==> src/design/gpcd_pkg.sv <==
// constants, types and helpers for the port c/d data register block
package gpcd_pkg;

   // bus geometry
   localparam int unsigned GPCD_ADDR_W   = 8;
   localparam int unsigned GPCD_DATA_W   = 32;
   localparam int unsigned GPCD_PORT_W   = 16;

   // register byte offsets
   localparam logic [7:0]  GPCD_OFF_PORT_C = 8'h00;
   localparam logic [7:0]  GPCD_OFF_PORT_D = 8'h04;
   localparam logic [7:0]  GPCD_OFF_STATUS = 8'h08;

   // reset values
   localparam logic [15:0] GPCD_RST_PIN_DATA = 16'h0000;
   localparam logic [31:0] GPCD_RST_BUS_DATA = 32'h0000_0000;

   // status register fields
   localparam int unsigned GPCD_STS_BOOT_INPUT_BIT = 0;
   localparam int unsigned GPCD_STS_STRAP_DONE_BIT = 1;
   localparam int unsigned GPCD_STS_STRAP_LVL_BIT  = 2;

   // two-bit pin function select encodings
   localparam logic [1:0]  GPCD_FSEL_INPUT    = 2'b00;
   localparam logic [1:0]  GPCD_FSEL_OUTPUT   = 2'b01;
   localparam logic [1:0]  GPCD_FSEL_RESERVED = 2'b10;
   localparam logic [1:0]  GPCD_FSEL_ALT      = 2'b11;

   // last settle count; the strap synchroniser is given four cycles (count 0 to 3) to fill before capture
   localparam logic [1:0]  GPCD_STRAP_SETTLE_CYC = 2'h3;

   // strap capture sequence after power-on reset
   typedef enum logic [1:0]
   {
      GPCD_CAP_SYNC = 2'b00,
      GPCD_CAP_TAKE = 2'b01,
      GPCD_CAP_DONE = 2'b11
   } gpcd_cap_e;

   // true when a read of the bit returns the sampled pin level
   function automatic logic gpcd_reads_pin(input logic [1:0] fsel);
      gpcd_reads_pin = (fsel != GPCD_FSEL_OUTPUT);
   endfunction : gpcd_reads_pin

endpackage : gpcd_pkg

==> src/design/gpcd_port_lane.sv <==
// per-port pin sampling, output enable and read data selection
`timescale 1ns/10ps
module gpcd_port_lane
   import gpcd_pkg::*;
#(
   parameter int unsigned W = GPCD_PORT_W
)
(
   // clock and power-on reset
   input  wire logic         clk_i,
   input  wire logic         rst_i,
   // pins and function select
   input  wire logic [W-1:0] pin_i,
   input  wire logic [W-1:0] fsel_hi_i,
   input  wire logic [W-1:0] fsel_lo_i,
   input  wire logic         force_input_i,
   // stored register value
   input  wire logic [W-1:0] reg_value_i,
   // results
   output logic      [W-1:0] pin_oe_o,
   output logic      [W-1:0] pin_level_o,
   output logic      [W-1:0] read_value_o
);

   typedef struct packed
   {
      logic [W-1:0] s1;
      logic [W-1:0] s2;
      logic [W-1:0] s3;
      logic [W-1:0] level;
      logic [W-1:0] oe;
   } gpcd_lane_s;

   gpcd_lane_s        st;
   gpcd_lane_s        next_st;
   logic      [W-1:0] hi_eff;
   logic      [W-1:0] lo_eff;

   // boot default overrides the controller's select with input
   assign hi_eff = force_input_i ? '0 : fsel_hi_i;
   assign lo_eff = force_input_i ? '0 : fsel_lo_i;

   // three-stage sampling, level moves once stages two and three agree
   always_comb
   begin
      next_st       = st;
      next_st.s1    = pin_i;
      next_st.s2    = st.s1;
      next_st.s3    = st.s2;
      next_st.level = (st.s2 & ~(st.s2 ^ st.s3)) | (st.level & (st.s2 ^ st.s3));
      next_st.oe    = ~hi_eff & lo_eff;
   end

   always_ff @(posedge clk_i)
   begin
      if (rst_i)
         st <= '0;
      else
         st <= next_st;
   end

   // per-bit read source: pin level or stored value
   always_comb
   begin
      for (int n = 0; n < W; n++)
      begin
         read_value_o[n] = gpcd_reads_pin({hi_eff[n], lo_eff[n]}) ?
                           st.level[n] : reg_value_i[n];
      end
   end

   assign pin_oe_o    = st.oe;
   assign pin_level_o = st.level;
endmodule : gpcd_port_lane

==> src/design/gpcd_top.sv <==
// port c and port d pin data registers behind a classic wishbone slave
//
// Function
// - each port has one 16-bit read/write data register, one bit per pin.
// - data bit n belongs to pin n of the same port, for n from 15 to 0.
// - power-on reset clears both data registers to zero.
// - manual reset, standby and sleep leave both data registers unchanged.
// - with select 00 or 11 a read of a data bit returns the sampled pin level.
// - with select 01 a read of a data bit returns the stored register value.
// - in output mode a write stores the bit and drives it onto the pin.
// - in input or alternate mode a write stores the bit but does not drive the pin.
// - after power-on with the bus width strap low, port d pins act as inputs; here only from strap capture on, before it port d follows its select.
// - the function controller's selection decides each pin's behaviour.
//
// Our own choices: the Wishbone interface to the registers and the register offsets.
`timescale 1ns/10ps
module gpcd_top
   import gpcd_pkg::*;
#(
   parameter int unsigned PORT_W = GPCD_PORT_W
)
(
   // clock, power-on reset and manual reset
   input  wire logic                   clk_i,
   input  wire logic                   rst_i,
   input  wire logic                   manual_rst_i,
   // wishbone classic slave
   input  wire logic                   wb_cyc_i,
   input  wire logic                   wb_stb_i,
   input  wire logic                   wb_we_i,
   input  wire logic [GPCD_ADDR_W-1:0] wb_adr_i,
   input  wire logic [3:0]             wb_sel_i,
   input  wire logic [GPCD_DATA_W-1:0] wb_dat_i,
   output logic      [GPCD_DATA_W-1:0] wb_dat_o,
   output logic                        wb_ack_o,
   // function selects from the pin function controller
   input  wire logic [PORT_W-1:0]      port_c_func_sel_hi_i,
   input  wire logic [PORT_W-1:0]      port_c_func_sel_lo_i,
   input  wire logic [PORT_W-1:0]      port_d_func_sel_hi_i,
   input  wire logic [PORT_W-1:0]      port_d_func_sel_lo_i,
   input  wire logic                   port_d_function_control_wr_i,
   // boot strap pin
   input  wire logic                   boot_bus_width_strap_i,
   // port c pins
   input  wire logic [PORT_W-1:0]      port_c_pin_i,
   output logic      [PORT_W-1:0]      port_c_pin_o,
   output logic      [PORT_W-1:0]      port_c_pin_oe_o,
   // port d pins
   input  wire logic [PORT_W-1:0]      port_d_pin_i,
   output logic      [PORT_W-1:0]      port_d_pin_o,
   output logic      [PORT_W-1:0]      port_d_pin_oe_o
);

   typedef struct packed
   {
      logic [PORT_W-1:0]      port_c_pin_data;
      logic [PORT_W-1:0]      port_d_pin_data;
      logic                   ack;
      logic [GPCD_DATA_W-1:0] dat;
      gpcd_cap_e              cap;
      logic [1:0]             cap_cnt;
      logic                   strap_s1;
      logic                   strap_s2;
      logic                   strap_s3;
      logic                   strap_low;
      logic                   boot_input;
   } gpcd_top_s;

   gpcd_top_s           st;
   gpcd_top_s           next_st;
   logic                req;
   logic                wr_c;
   logic                wr_d;
   logic [PORT_W-1:0]   read_c;
   logic [PORT_W-1:0]   read_d;
   logic [PORT_W-1:0]   level_c;
   logic [PORT_W-1:0]   level_d;
   logic [GPCD_DATA_W-1:0] status_word;

   // byte-lane merge of a write into a 16-bit data register
   function automatic logic [PORT_W-1:0] gpcd_merge(
      input logic [PORT_W-1:0] old_val,
      input logic [PORT_W-1:0] wr_val,
      input logic [1:0]        sel
   );
      logic [PORT_W-1:0] res;
      res = old_val;
      if (sel[0])
         res[7:0] = wr_val[7:0];
      if (sel[1])
         res[PORT_W-1:8] = wr_val[PORT_W-1:8];
      gpcd_merge = res;
   endfunction : gpcd_merge

   // port c sampling, enables and read selection
   gpcd_port_lane #(
      .W (PORT_W)
   ) u_lane_c (
      .clk_i         (clk_i),
      .rst_i         (rst_i),
      .pin_i         (port_c_pin_i),
      .fsel_hi_i     (port_c_func_sel_hi_i),
      .fsel_lo_i     (port_c_func_sel_lo_i),
      .force_input_i (1'b0),
      .reg_value_i   (st.port_c_pin_data),
      .pin_oe_o      (port_c_pin_oe_o),
      .pin_level_o   (level_c),
      .read_value_o  (read_c)
   );

   // port d, forced to input while the boot default holds
   gpcd_port_lane #(
      .W (PORT_W)
   ) u_lane_d (
      .clk_i         (clk_i),
      .rst_i         (rst_i),
      .pin_i         (port_d_pin_i),
      .fsel_hi_i     (port_d_func_sel_hi_i),
      .fsel_lo_i     (port_d_func_sel_lo_i),
      .force_input_i (st.boot_input),
      .reg_value_i   (st.port_d_pin_data),
      .pin_oe_o      (port_d_pin_oe_o),
      .pin_level_o   (level_d),
      .read_value_o  (read_d)
   );

   // request decode; a manual reset holds the bus off
   assign req  = wb_cyc_i & wb_stb_i & ~st.ack & ~manual_rst_i;
   assign wr_c = req & wb_we_i & (wb_adr_i == GPCD_OFF_PORT_C);
   assign wr_d = req & wb_we_i & (wb_adr_i == GPCD_OFF_PORT_D);

   // status word shows the strap capture state
   always_comb
   begin
      status_word                          = '0;
      status_word[GPCD_STS_BOOT_INPUT_BIT] = st.boot_input;
      status_word[GPCD_STS_STRAP_DONE_BIT] = (st.cap == GPCD_CAP_DONE);
      status_word[GPCD_STS_STRAP_LVL_BIT]  = ~st.strap_low;
   end

   // bus slave, data registers and strap capture
   always_comb
   begin
      next_st          = st;
      next_st.ack      = req;
      next_st.strap_s1 = boot_bus_width_strap_i;
      next_st.strap_s2 = st.strap_s1;
      next_st.strap_s3 = st.strap_s2;

      // writes store whatever the pin function is
      if (wr_c)
         next_st.port_c_pin_data = gpcd_merge(st.port_c_pin_data,
                                   wb_dat_i[PORT_W-1:0], wb_sel_i[1:0]);
      if (wr_d)
         next_st.port_d_pin_data = gpcd_merge(st.port_d_pin_data,
                                   wb_dat_i[PORT_W-1:0], wb_sel_i[1:0]);

      // read data, unmapped offsets read zero
      if (req & ~wb_we_i)
      begin
         case (wb_adr_i)
            GPCD_OFF_PORT_C: next_st.dat = {{(GPCD_DATA_W-PORT_W){1'b0}}, read_c};
            GPCD_OFF_PORT_D: next_st.dat = {{(GPCD_DATA_W-PORT_W){1'b0}}, read_d};
            GPCD_OFF_STATUS: next_st.dat = status_word;
            default:         next_st.dat = GPCD_RST_BUS_DATA;
         endcase
      end

      // strap capture once the synchroniser has filled and settled
      case (st.cap)
         GPCD_CAP_SYNC:
         begin
            next_st.cap_cnt = st.cap_cnt + 2'h1;
            if (st.cap_cnt == GPCD_STRAP_SETTLE_CYC)
               next_st.cap = GPCD_CAP_TAKE;
         end
         GPCD_CAP_TAKE:
         begin
            if (st.strap_s2 == st.strap_s3)
            begin
               next_st.strap_low  = ~st.strap_s3;
               next_st.boot_input = ~st.strap_s3;
               next_st.cap        = GPCD_CAP_DONE;
            end
         end
         GPCD_CAP_DONE:
         begin
            // controller programming takes over from the boot default
            if (port_d_function_control_wr_i)
               next_st.boot_input = 1'b0;
         end
         default:
            next_st.cap = GPCD_CAP_SYNC;
      endcase

      // manual reset clears only the bus answer, data is kept
      if (manual_rst_i)
      begin
         next_st.ack = 1'b0;
         next_st.dat = GPCD_RST_BUS_DATA;
      end
   end

   // only power-on reset clears the data registers
   always_ff @(posedge clk_i)
   begin
      if (rst_i)
      begin
         st                 <= '0;
         st.port_c_pin_data <= GPCD_RST_PIN_DATA;
         st.port_d_pin_data <= GPCD_RST_PIN_DATA;
         st.dat             <= GPCD_RST_BUS_DATA;
         st.cap             <= GPCD_CAP_SYNC;
      end
      else
         st <= next_st;
   end

   // outputs straight from flops
   assign wb_ack_o     = st.ack;
   assign wb_dat_o     = st.dat;
   assign port_c_pin_o = st.port_c_pin_data;
   assign port_d_pin_o = st.port_d_pin_data;
endmodule : gpcd_top

==> config.mk <==
export PLATFORM = sky130hd
export DESIGN_NAME = gpcd_top
export DESIGN_NICKNAME = d
export VERILOG_FILES = /design/src/design/gpcd_pkg.sv /design/src/design/gpcd_port_lane.sv /design/src/design/gpcd_top.sv
export SDC_FILE = /design/constraint.sdc
export NUM_CORES = 1
export LEC_CHECK = 0
export BUFFER_PORTS_ARGS = -buffer_cell sky130_fd_sc_hd__buf_2
export CAP_MARGIN = 0
export CELL_PAD_IN_SITES_DETAIL_PLACEMENT = 1
export CELL_PAD_IN_SITES_GLOBAL_PLACEMENT = 2
export CORE_UTILIZATION = 25
export CTS_CLUSTER_DIAMETER = 50
export DETAILED_ROUTE_END_ITERATION = 8
export GPL_TIMING_DRIVEN = 1
export PLACE_DENSITY_LB_ADDON = 0.1
export SLEW_MARGIN = 15
export SYNTH_ARGS = -nofsm -noshare
export SYNTH_HDL_FRONTEND = slang
export SYNTH_SLANG_ARGS = --single-unit
==> constraint.sdc <==
create_clock -name clk_i -period 2.3 [get_ports clk_i]
set_input_delay 0.345 -clock clk_i [delete_from_list [all_inputs] [get_ports clk_i]]
set_output_delay 0.345 -clock clk_i [all_outputs]
set_load 0.01 [all_outputs]
After elaboration in Yosys (flattened, before gate mapping)

Cells that the tools add are included.

Bits of input ports: 148
Word-level logic and storage cells: 144
Flip-flop bits (word level): 234
Output and inout port bits: 97

Equal/unequal tests: 41
Muxes and demuxes: 41
Add/sub/neg operators: 1
Bitwise operators: 27
Reduce and logical (&&, ||, !) cells: 11

Operators by type and width:

| kind                | number |
|---|---|
| $and 16x16->16      | 6 |
| $ne 2x1->1 const B  | 32 |
| $not 16->16         | 4 |
| $pmux 16 s3         | 1 |
| $mux 1              | 34 |
| $mux 16             | 2 |
| $or 16x16->16       | 2 |
| $xor 16x16->16      | 2 |
| $reduce_and 2->1    | 5 |
| $eq 8x3->1 const B  | 1 |
| $eq 8x4->1 const B  | 1 |
| $logic_not 8->1     | 1 |
| $and 1x1->1         | 7 |
| $ne 2x2->1 const B  | 3 |
| $not 1->1           | 6 |
| $pmux 2 s3          | 1 |
| $reduce_and 3->1    | 2 |
| $eq 2x2->1 const B  | 2 |
| $mux 2              | 2 |
| $add 2x1->2 const B | 1 |
| $eq 2x1->1 const B  | 1 |
| $logic_not 2->1     | 1 |
| $pmux 1 s2          | 1 |
| $reduce_bool 2->1   | 1 |
| 2 further kinds     | 2 |

Longest topological paths before layout

Gate-level depths: netlist of the first run.

Depth in word-level cells: 6
Depth in mapped cells: 6
Gate-level depth less buffers: 4

Modules after synthesis

From an unflattened synthesis of the first run, not the netlist that was laid out.

Cell total of the unflattened synthesis: 872
Area total of the unflattened synthesis: 8715.9 um^2

By module, submodules not included:

| module         | seq. area each (um^2) | cells each | times used | area an instance (um^2) |
|---|---|---|---|---|
| gpcd_port_lane | 1601.5                | 267        | 2          | 2872.8 |
| gpcd_top       | 1161.1                | 338        | 1          | 2970.3 |

Worst setup path before layout of the first run

Ideal clock, no wire load.

Path kind: input to register
Start point: in wb_adr_i[1]
End point: reg st, in the netlist wb_dat_o[10]
Path buffers: 1
Required time: 2.233 ns
Stages on the path: 5
Library setup time: 0.067 ns
Slack: 0.601 ns
Arrival time: 1.632 ns
Cells stage by stage: nor4_4 -> nand3_2 -> or4_4 -> buf_6 -> o21ai_2

Cells in the longest elaborated chain, start to end: 2
Elaborated cells between the ends (all ways): 4
Classes of those cells: eq/ne: 2; mux: 1; reduce/logical: 1

Ends and longest elaborated chain:

| item                               | line            | source |
|---|---|---|
| start: declaration                 | gpcd_top.sv:31  | `input wire logic [GPCD_ADDR_W-1:0] wb_adr_i,` |
| $eq 8x4->1 (tied with other cells) | gpcd_top.sv:161 | `case (wb_adr_i)` |
| $pmux 16 s3 *                      | gpcd_top.sv:161 |  |
| end signal: assignment             | gpcd_top.sv:216 | `st <= next_st;` |
| end: declaration                   | gpcd_top.sv:69  | `gpcd_top_s st;` |

Every way passes the cells marked *; elsewhere a longest branch is shown, timed or not.
A chain may end at the register's enable or synchronous reset.

Worst setup path after layout of the first run

Start point: reg st, in the netlist wb_ack_o
End point: reg st, in the netlist wb_dat_o[15]

Cells in the longest elaborated chain, start to end: 4

Ends and longest elaborated chain:

| item                     | line            | source |
|---|---|---|
| $not 1->1                | gpcd_top.sv:128 | `assign req = wb_cyc_i & wb_stb_i & ~st.ack & ~manual_rst_i;` |
| $and 1x1->1 (2 in a row) | gpcd_top.sv:128 |  |
| $and 1x1->1              | gpcd_top.sv:159 | `if (req & ~wb_we_i)` |

Every way passes these cells.

==> results.ini, run 1 <==
[timing]
headroom_to_the_max_slew_limit = 0.601
max_freq_ghz = 0.547
report.final.setup_viol = 0
fin_worst_skew_ns = 0.00973
timing.final.crit_share = 0.794
rsz0062_at_grt = false
worst_pin_slew_ns = 0.598
final-max-slew-violation-count = 0
final.setup.tns_ns = 0
post_route_minimum_period_ns = 1.83
final_hold_viol_count = 0

[yosys]
synth-main-ff-cell = sky130_fd_sc_hd__dfxtp_1
synth_area_leaders = sky130_fd_sc_hd__dfxtp_1 53%, sky130_fd_sc_hd__buf_4 8.9%, sky130_fd_sc_hd__nor2b_1 8.9%
synth.avg_cell_area_um2 = 10.2
mappedNetlistArea_um2 = 8170
synth_enable_flop_cells = 0
synthCells = 798
synth.yosys.warnings = 0
yosysTopAreaCellShare = 0.534
netlist-cell-type-count = 43
ys_seq_area_frac = 0.534
yosys_register_bits = 218
post_synthesis_cell_type_with_the_largest_combined_area = sky130_fd_sc_hd__dfxtp_1
postSynth.asyncResetShare = 0

[power_and_ir_drop]
p_switching_uw = 2210
static-leakage-power_uw = 0.00463
intPower_uw = 7940
ir_drop_v = 0.000487
powerDensity_nw_per_um2 = 983
power.share.sequential = 0.395
pwr-share-comb = 0.059
power.share.clock = 0.546
switching_share = 0.218

[worst_setup_path]
arrival_ns = 2.24
crit_path_start_kind = register
crit_required_ns = 2.71
crit_type = reg -> reg
setup.worst_path.end_class = register
crit_fanout = 13

[final_layout]
layout-area-overhead-vs-synth_pct = 26.4
layout_common_cells = 218 x sky130_fd_sc_hd__dfxtp_1, 209 x sky130_fd_sc_hd__buf_2, 116 x sky130_fd_sc_hd__nor2b_1, 64 x sky130_fd_sc_hd__mux2i_1, 55 x sky130_fd_sc_hd__nor2_1
finalNonFillerCells = 1407
final_layout_size_suffix_gt1_frac = 0.323
layout.nets = 1096
most_common_cell_after_layout_fill_and_taps_aside = sky130_fd_sc_hd__dfxtp_1
n_diodes = 0
sequential_cell_area_um2 = 4360
fill_cells = 3652
multi_input_area_um2 = 2980

[route]
routedWlPerCell_um = 14.6
drtIter0Drc = 184
top_layer = met4
drt-pass1-iter-count = 4
ant_nets = 0
route.detailed.drc = 0
route.met3.wl_um = 1390
routed_met1_length_um = 9640
finalWirelength_um = 20600
dr_wl_met2_um = 9130
via_count = 5709
post_drt_via_cell_ratio = 4.06

[clock_tree]
cts.reportedPaths.clkPinSlew_ns = 0.05
clock_latency_ns = 0.49
clk_path_buf_depth = 3
postCtsSetupRepairBufs = 0
tritoncts = yes
number_of_levels_the_h_tree_was_split_into = 2
cts_sinks = 218
cts-root-buf = sky130_fd_sc_hd__clkbuf_16
cts_repair_resize_count = 0
cts_made_buffers = 34
cts-hold-fix-buffers = 0

[global_route]
via_count_of_the_first_global_routing_pass = 5628
grt_max_degree = 100
wire_length_of_the_first_global_routing_pass_um = 31500
antenna_found_initial = 0
globalRouteTotalUtil = 0.122
gr-total-overflow = 0

[die]
design.die.area_um2 = 33400
chipWidth_um = 183
io_pins = 245
num_rows = 65
fp.dieH_um = 183
floorplan.initialDensity = 0.256
core_region_area_um2 = 31900

[placed_design]
numPlacedInstances = 1346
place_congestion = 0.693
post-dp-hpwl_um = 14300
port_buffers = 210

[hold_path]
holdCritPathClass = in -> reg

[flow_run]
cap_violations = 0

[run_status]
status = finished, final reports clean

-- layout make-up --
class,count,area share
Clock buffer,43,0.0928
Clock inverter,18,0.0270
Inverter,1,0.000364
Multi-Input combinational cell,467,0.289
Sequential cell,218,0.423
Tap cell,435,0.0527
Timing Repair Buffer,225,0.116
-- per-layer routing --
metal  up-vias  track usage
li1       2832            -
met1      2686        0.160
met2       156        0.191
met3        35       0.0363
met4         0       0.0410
met5         -            0
-- per-stage QoR --
stage	instance area [um2]	utilization	total power, uW	setup WS [ns]	hold WS [ns]
2_1_floorplan	8230	-	4460	0.601	0.414
3_3_place_gp	9090	0.285	4710	0.290	0.417
3_5_place_dp	9090	0.285	4720	0.298	0.425
4_1_cts	10300	0.324	10400	0.437	0.0322
5_1_grt	10300	0.324	10600	0.309	0.0496
6_report	10300	0.324	10200	0.473	0.0576
-- Yosys cell counts, types with 2 or more instances --
| cell type | number |
|---|---|
| sky130_fd_sc_hd__nor3b_1 | 16 |
| sky130_fd_sc_hd__nand4_2 | 4 |
| sky130_fd_sc_hd__nand2_1 | 50 |
| sky130_fd_sc_hd__dfxtp_1 | 218 |
| sky130_fd_sc_hd__mux2i_1 | 64 |
| sky130_fd_sc_hd__clkbuf_8 | 2 |
| sky130_fd_sc_hd__buf_4 | 97 |
| sky130_fd_sc_hd__a32o_1 | 2 |
| sky130_fd_sc_hd__nand2b_1 | 18 |
| sky130_fd_sc_hd__nor2b_1 | 116 |
| sky130_fd_sc_hd__nand3_1 | 2 |
| sky130_fd_sc_hd__buf_1 | 2 |
| sky130_fd_sc_hd__a21oi_1 | 38 |
| sky130_fd_sc_hd__clkbuf_1 | 23 |
| sky130_fd_sc_hd__mux2_2 | 13 |
| sky130_fd_sc_hd__nor4bb_1 | 4 |
| sky130_fd_sc_hd__o21ai_0 | 39 |
| sky130_fd_sc_hd__o21ai_2 | 10 |
| sky130_fd_sc_hd__nor2_1 | 55 |
| sky130_fd_sc_hd__and4b_1 | 2 |
-- power by group through the flow --
stage | sequential (uW) | clock, uW | combinational, uW
finish | 4010 | 5540 | 601
global route | 4030 | 5910 | 677
CTS | 4020 | 5750 | 624
detailed placement | 4100 | 0 | 622
global placement | 4090 | 0 | 619
floorplan | 4040 | 0 | 420
-- kinds of logic (layout without fill, tap and decap cells) --
group                    count (synthesis)  count (layout)  synth area share
buffers and inverters                  128             287             0.108
AND/OR/NAND/NOR                        276             276             0.191
AO/OA/AOI/OAI                           95              95            0.0662
multiplexers                            77              77            0.0963
other                                    1              16          0.000459
adder cells (fa/ha/maj)                  1               1           0.00153
XOR/XNOR                                 2               2           0.00214
flip-flops                             218             218             0.534
-- final timing paths --
kind                                        start                               to  slack, ns  cells past startpoint
setup / recovery              wb_ack_o$_SDFF_PP0_        wb_dat_o[15]$_SDFFE_PP0P_       0.47                      5
hold / removal                       manual_rst_i              wb_ack_o$_SDFF_PP0_       0.06                      2
setup reg to reg              wb_ack_o$_SDFF_PP0_        wb_dat_o[15]$_SDFFE_PP0P_       0.47                      5
hold reg to reg   u_lane_c.next_st[49]$_SDFF_PP0_  u_lane_c.next_st[33]$_SDFF_PP0_       0.43                      1
-- worst max-delay path, cell delays in order, from the launching register on --
cell and delay [ns]:
sky130_fd_sc_hd__dfxtp_1 0.31, sky130_fd_sc_hd__nor4bb_1 0.30, sky130_fd_sc_hd__buf_4 0.22, sky130_fd_sc_hd__nand3_2 0.10, sky130_fd_sc_hd__or4_4 0.61, sky130_fd_sc_hd__o21ai_0 0.21
(Power assumes the default switching activity.)
==> run 2: changes to the inputs <==
==> constraint.sdc (replaced) <==
create_clock -name clk_i -period 1.61 [get_ports clk_i]
set_input_delay 0.2415 -clock clk_i [delete_from_list [all_inputs] [get_ports clk_i]]
set_output_delay 0.2415 -clock clk_i [all_outputs]
set_load 0.01 [all_outputs]
==> run 2 against run 1 <==
Compared with the run above:
- the flow now finishes with violations (setup timing)
- sequential power increased by 42%
- power is 42% higher
- highest routed layer unchanged
- via count up 2.4%
- critical path type unchanged
- worst setup slack worse by 0.57 ns
- critical path depth increased by 1
- cell area increased by 6.2%
- cell count rose by 3.9%
- largest power group unchanged
- flip-flop and latch count unchanged
- combinational power up 73%
- sequential share of layout area fell by 2.5 points
- maximum frequency grew 7.3%
==> results.ini, run 2 (synthesis results as in run 1) <==
[final_layout]
utilization = 0.344
final_layout_size_suffix_gt1_frac = 0.326
layout_common_cells = 217 x sky130_fd_sc_hd__dfxtp_1, 209 x sky130_fd_sc_hd__buf_2, 116 x sky130_fd_sc_hd__nor2b_1, 62 x sky130_fd_sc_hd__mux2i_1, 55 x sky130_fd_sc_hd__nor2_1
n_diodes = 0
layout-area-overhead-vs-synth_pct = 34.2
stdcell_area_um2 = 11000
finalNonFillerCells = 1462
most_common_cell_after_layout_fill_and_taps_aside = sky130_fd_sc_hd__dfxtp_1
layout.nets = 1153

[worst_setup_path]
r2r.worst_path.cells = 6
timing.critical_path.from = wb_ack_o$_SDFF_PP0_
crit_fanout = 7
arrival_ns = 2.12
setup.worst_path.end_class = register
crit_type = reg -> reg
timing.rr.start = wb_ack_o$_SDFF_PP0_
crit_path_start_kind = register
crit_required_ns = 2.03

[timing]
final-max-slew-violation-count = 0
report.final.setup_viol = 12
max_freq_ghz = 0.587
fin_ws_ns = -0.0923
worst_pin_slew_ns = 0.526
timing.final.crit_share = 1.06
final_hold_viol_count = 0
fin_worst_skew_ns = 0.00770
rsz0062_at_grt = true
headroom_to_the_max_slew_limit = 0.649
post_route_minimum_period_ns = 1.70
min_hold_slack_ns = 0.0181

[die]
fp.dieH_um = 183
design.die.area_um2 = 33400
core_region_area_um2 = 31900
io_pins = 245
chipWidth_um = 183
floorplan.initialDensity = 0.256
num_rows = 65

[power_and_ir_drop]
pwr-share-comb = 0.072
fin_total_pwr_uw = 14400
switching_share = 0.220
static-leakage-power_uw = 0.00491
p_switching_uw = 3180
ir_drop_v = 0.000639
power.share.sequential = 0.394
powerDensity_nw_per_um2 = 1320
power.share.clock = 0.534
intPower_uw = 11200

[clock_tree]
cts-root-buf = sky130_fd_sc_hd__clkbuf_16
cts.reportedPaths.clkPinSlew_ns = 0.05
tritoncts = yes
cts_made_buffers = 34
clk_path_buf_depth = 3
cts_sinks = 218
clock_latency_ns = 0.49
number_of_levels_the_h_tree_was_split_into = 2

[route]
drtIter0Drc = 154
routedWlPerCell_um = 13.8
finalWirelength_um = 20100
post_drt_via_cell_ratio = 4.00
via_count = 5848
drt-pass1-iter-count = 4
ant_nets = 0
route.detailed.drc = 0

[placed_design]
port_buffers = 210
instance_area_at_placement_um2 = 9240
numPlacedInstances = 1358
post-dp-hpwl_um = 14300
place_congestion = 0.738

[global_route]
wire_length_of_the_first_global_routing_pass_um = 31600
globalRouteTotalUtil = 0.121
grt_max_degree = 84
gr-total-overflow = 0
via_count_of_the_first_global_routing_pass = 5843
antenna_found_initial = 0

[run_status]
violations = setup timing
status = finished, violations left

[hold_path]
holdCritPathClass = in -> reg
worstHoldPathCells = 3
min_from = wb_dat_i[4]

[flow_run]
cap_violations = 0

==> run 2: through the flow <==
step | setup slack, ns | setup TNS (ns)
after global placement | -0.141 | -1.56
after CTS | -0.0880 | -1.01
after global routing | -0.172 | -2.77
after detailed placement | -0.161 | -1.74
final | -0.0923 | -1.03
after floorplan | -0.0681 | -0.660
==> run 2: power groups by stage <==
stage                     Combinational (uW)  Sequential (uW)  Clock [uW]
after floorplan                          600             5770           0
after global placement                   968             5800           0
after detailed placement                 974             5800           0
after CTS                               1070             5690        7980
after global routing                    1160             5710        8230
final                                   1040             5690        7700
==> run 2: layout make-up <==
| type | count | area, um2 |
|---|---|---|
| inverters | 1 | 3.75 |
| clock buffers | 43 | 978 |
| repair buffers | 282 | 1820 |
| flip-flops and latches | 218 | 4370 |
| multi-input cells | 467 | 3030 |
| fillers | 3663 | 20900 |
| well taps | 435 | 544 |
| clock inverters | 16 | 228 |
==> run 2: final timing paths <==
check	endpoint	slack (ns)
worst max register to register	wb_dat_o[13]$_SDFFE_PP0P_	-0.09
worst min-delay path	port_d_pin_o[4]$_SDFFE_PP0P_	0.02
worst min register to register	u_lane_d.next_st[46]$_SDFF_PP0_	0.42
worst max-delay path	wb_dat_o[13]$_SDFFE_PP0P_	-0.09
==> run 2: routing by layer <==
metal | wire (um) | global-route usage
met1 | 9350 | 0.156
met2 | 9010 | 0.193
met3 | 1240 | 0.0320
met4 | 526 | 0.0454
met5 | 0 | 0
==> run 2: timing repair <==
item                                    in CTS  in global routing
pin swaps                                    2                 13
endpoints found under the setup margin      12                 47
setup buffers                                1                  1
gates cloned                                 0                  0
hold buffers                                44                  0
endpoints found under the hold margin       53                  0
gates resized for setup                      7                 10
==> run 2: critical path: stages, from the launching register on <==
cell and delay [ns]:
sky130_fd_sc_hd__dfxtp_2 0.32, sky130_fd_sc_hd__nor4bb_2 0.26, sky130_fd_sc_hd__buf_4 0.17, sky130_fd_sc_hd__nand3_4 0.08, sky130_fd_sc_hd__or4_4 0.54, sky130_fd_sc_hd__buf_12 0.17, sky130_fd_sc_hd__o21ai_2 0.09
==> run 3: changes to the inputs <==
--- a/config.mk
+++ b/config.mk
@@ -5,6 +5,7 @@
 export SDC_FILE = /design/constraint.sdc
 export NUM_CORES = 1
 export LEC_CHECK = 0
+export ABC_CLOCK_PERIOD_IN_PS = 1600
 export BUFFER_PORTS_ARGS = -buffer_cell sky130_fd_sc_hd__buf_2
 export CAP_MARGIN = 0
 export CELL_PAD_IN_SITES_DETAIL_PLACEMENT = 1
@@ -14,7 +15,6 @@
 export DETAILED_ROUTE_END_ITERATION = 8
 export GPL_TIMING_DRIVEN = 1
 export PLACE_DENSITY_LB_ADDON = 0.1
-export SLEW_MARGIN = 15
 export SYNTH_ARGS = -nofsm -noshare
 export SYNTH_HDL_FRONTEND = slang
 export SYNTH_SLANG_ARGS = --single-unit
==> constraint.sdc (replaced) <==
create_clock -name clk_i -period 1.6 [get_ports clk_i]
set_input_delay 0.24 -clock clk_i [delete_from_list [all_inputs] [get_ports clk_i]]
set_output_delay 0.24 -clock clk_i [all_outputs]
set_load 0.01 [all_outputs]
==> run 3 against run 2 <==
Compared with the run above:
- the run still ends with setup timing left
- cell count increased by 0.27%
- cell area hardly changed
- highest routed layer unchanged
- sequential share of layout area about the same
==> results.ini, run 3 (synthesis results as in run 1) <==
[clock_tree]
cts.reportedPaths.clkPinSlew_ns = 0.05
cts_sinks = 218
number_of_levels_the_h_tree_was_split_into = 2
tritoncts = yes
clk_path_buf_depth = 3
cts_made_buffers = 34
cts-root-buf = sky130_fd_sc_hd__clkbuf_16
clock_latency_ns = 0.49

[route]
drt-pass1-iter-count = 4
routedWlPerCell_um = 13.8
via_count = 5872
finalWirelength_um = 20200
route.detailed.drc = 0
drtIter0Drc = 137
ant_nets = 0
post_drt_via_cell_ratio = 4.01

[timing]
max_freq_ghz = 0.596
timing.final.crit_share = 1.05
post_route_minimum_period_ns = 1.68
final-max-slew-violation-count = 0
final_hold_viol_count = 0
headroom_to_the_max_slew_limit = 0.589
worst_pin_slew_ns = 0.617
report.final.setup_viol = 14
fin_worst_skew_ns = 0.0120
fin_ws_ns = -0.0773
rsz0062_at_grt = true

[worst_setup_path]
crit_fanout = 7
critical_path.top_delay_family = simple AND/OR/NAND/NOR gates
timing.rr.start = wb_ack_o$_SDFF_PP0_
path_buf_inv = 2
cp_slowest_stage_delay_ns = 0.46
crit_path_start_kind = register
crit_chain = nor4bb_2 -> buf_4 -> nand3_4 -> or4_4 -> buf_6 -> o21ai_2
setup.worst_path.end_class = register
r2r.worst_path.cells = 6
arrival_ns = 2.10
critical_path.slowest_cell = sky130_fd_sc_hd__or4_4
crit_required_ns = 2.02
regToRegEndpoint = wb_dat_o[12]$_SDFFE_PP0P_
reg2reg_setup_slack_ns = -0.08
crit_type = reg -> reg

[die]
core_region_area_um2 = 31900
num_rows = 65
chipWidth_um = 183
floorplan.initialDensity = 0.256
io_pins = 245
fp.dieH_um = 183
design.die.area_um2 = 33400

[final_layout]
n_diodes = 0
layout_common_cells = 217 x sky130_fd_sc_hd__dfxtp_1, 209 x sky130_fd_sc_hd__buf_2, 116 x sky130_fd_sc_hd__nor2b_1, 62 x sky130_fd_sc_hd__mux2i_1, 55 x sky130_fd_sc_hd__nor2_1
fill_cells = 3648
utilization = 0.344
layout.nets = 1156
final_layout_size_suffix_gt1_frac = 0.324
layout-area-overhead-vs-synth_pct = 34.2
multi_input_area_um2 = 3030
finalNonFillerCells = 1466
sequential_cell_area_um2 = 4370
most_common_cell_after_layout_fill_and_taps_aside = sky130_fd_sc_hd__dfxtp_1

[placed_design]
place_congestion = 0.746
numPlacedInstances = 1359
port_buffers = 210
post-dp-hpwl_um = 14400

[global_route]
gr-total-overflow = 0
grt_max_degree = 86
globalRouteTotalUtil = 0.122
wire_length_of_the_first_global_routing_pass_um = 31800
via_count_of_the_first_global_routing_pass = 5984
antenna_found_initial = 0

[run_status]
violations = setup timing
status = finished, violations left

[flow_run]
cap_violations = 0

[power_and_ir_drop]
powerDensity_nw_per_um2 = 1330
static-leakage-power_uw = 0.00492
ir_drop_v = 0.000544

[hold_path]
holdCritPathClass = in -> reg
endpoint_with_the_worst_hold_slack = port_c_pin_o[6]$_SDFFE_PP0P_
min_from = wb_dat_i[6]
worstHoldPathCells = 3

run 3: cell types whose count changed in the layout (fill, tap and decap cells not counted), moves of 2 or more:
cell / delta
sky130_fd_sc_hd__clkbuf_1: +3
sky130_fd_sc_hd__inv_6: -5
sky130_fd_sc_hd__clkinv_2: +2
sky130_fd_sc_hd__buf_4: +2
sky130_fd_sc_hd__buf_12: -2
sky130_fd_sc_hd__buf_6: +3
run 3: per-stage QoR:
step | TNS [ns] | cell area [um2] | hold WS [ns] | setup WS, ns | total power [uW]
final | -0.767 | 11000 | 0.0281 | -0.0773 | 14500
after CTS | -0.802 | 10900 | 0.000189 | -0.0910 | 14900
after global placement | -1.68 | 9240 | 0.417 | -0.149 | 6810
after floorplan | -0.760 | 8230 | 0.312 | -0.0781 | 6410
after detailed placement | -2.26 | 9240 | 0.424 | -0.171 | 6820
after global routing | -3.04 | 11000 | 0.0197 | -0.146 | 15200
run 3: layout make-up:
type                    instances  share of cell area
flip-flops and latches        218               0.398
multi-input cells             467               0.276
clock inverters                15              0.0211
clock buffers                  45              0.0890
repair buffers                285               0.166
well taps                     435              0.0496
inverters                       1            0.000342
run 3: layer usage:
| layer | GRT usage | wire (um) | vias up |
|---|---|---|---|
| met4 | 0.0440 | 472 | 0 |
| met2 | 0.194 | 9150 | 166 |
| met5 | 0 | 0 | - |
| li1 | - | - | 2943 |
| met1 | 0.158 | 9310 | 2722 |
| met3 | 0.0324 | 1260 | 41 |
run 3: where the power goes:
part,internal (uW),switching [uW]
combinational,529,513
clock,5240,2520
sequential,5640,94.0
total,11400,3130
run 3: how the worst max path moves through the flow:
stage,from,end,slack [ns],cells after the start
after floorplan,wb_ack_o$_SDFF_PP0_,wb_dat_o[10]$_SDFFE_PP0P_,-0.08,6
after global placement,manual_rst_i,wb_dat_o[9]$_SDFFE_PP0P_,-0.15,7
after detailed placement,manual_rst_i,wb_dat_o[3]$_SDFFE_PP0P_,-0.17,7
after CTS,wb_ack_o$_SDFF_PP0_,wb_dat_o[12]$_SDFFE_PP0P_,-0.09,6
after global routing,wb_ack_o$_SDFF_PP0_,wb_dat_o[12]$_SDFFE_PP0P_,-0.15,6
final,wb_ack_o$_SDFF_PP0_,wb_dat_o[12]$_SDFFE_PP0P_,-0.08,6
run 3: worst register-to-register path, delay by kind of cell (launching register included):
| family | cells | cell delay (ns) |
|---|---|---|
| AND/OR/NAND/NOR | 3 | 0.83 |
| flip-flops | 1 | 0.32 |
| AO/OA/AOI/OAI | 1 | 0.13 |
| buffers and inverters | 2 | 0.35 |
run 3: timing repair:
item	in CTS	in global routing
resized for setup	6	7
endpoints found under the hold margin	54	0
buffers inserted	1	1
hold buffers	45	0
endpoints found under the setup margin	13	47
pin swaps	4	2
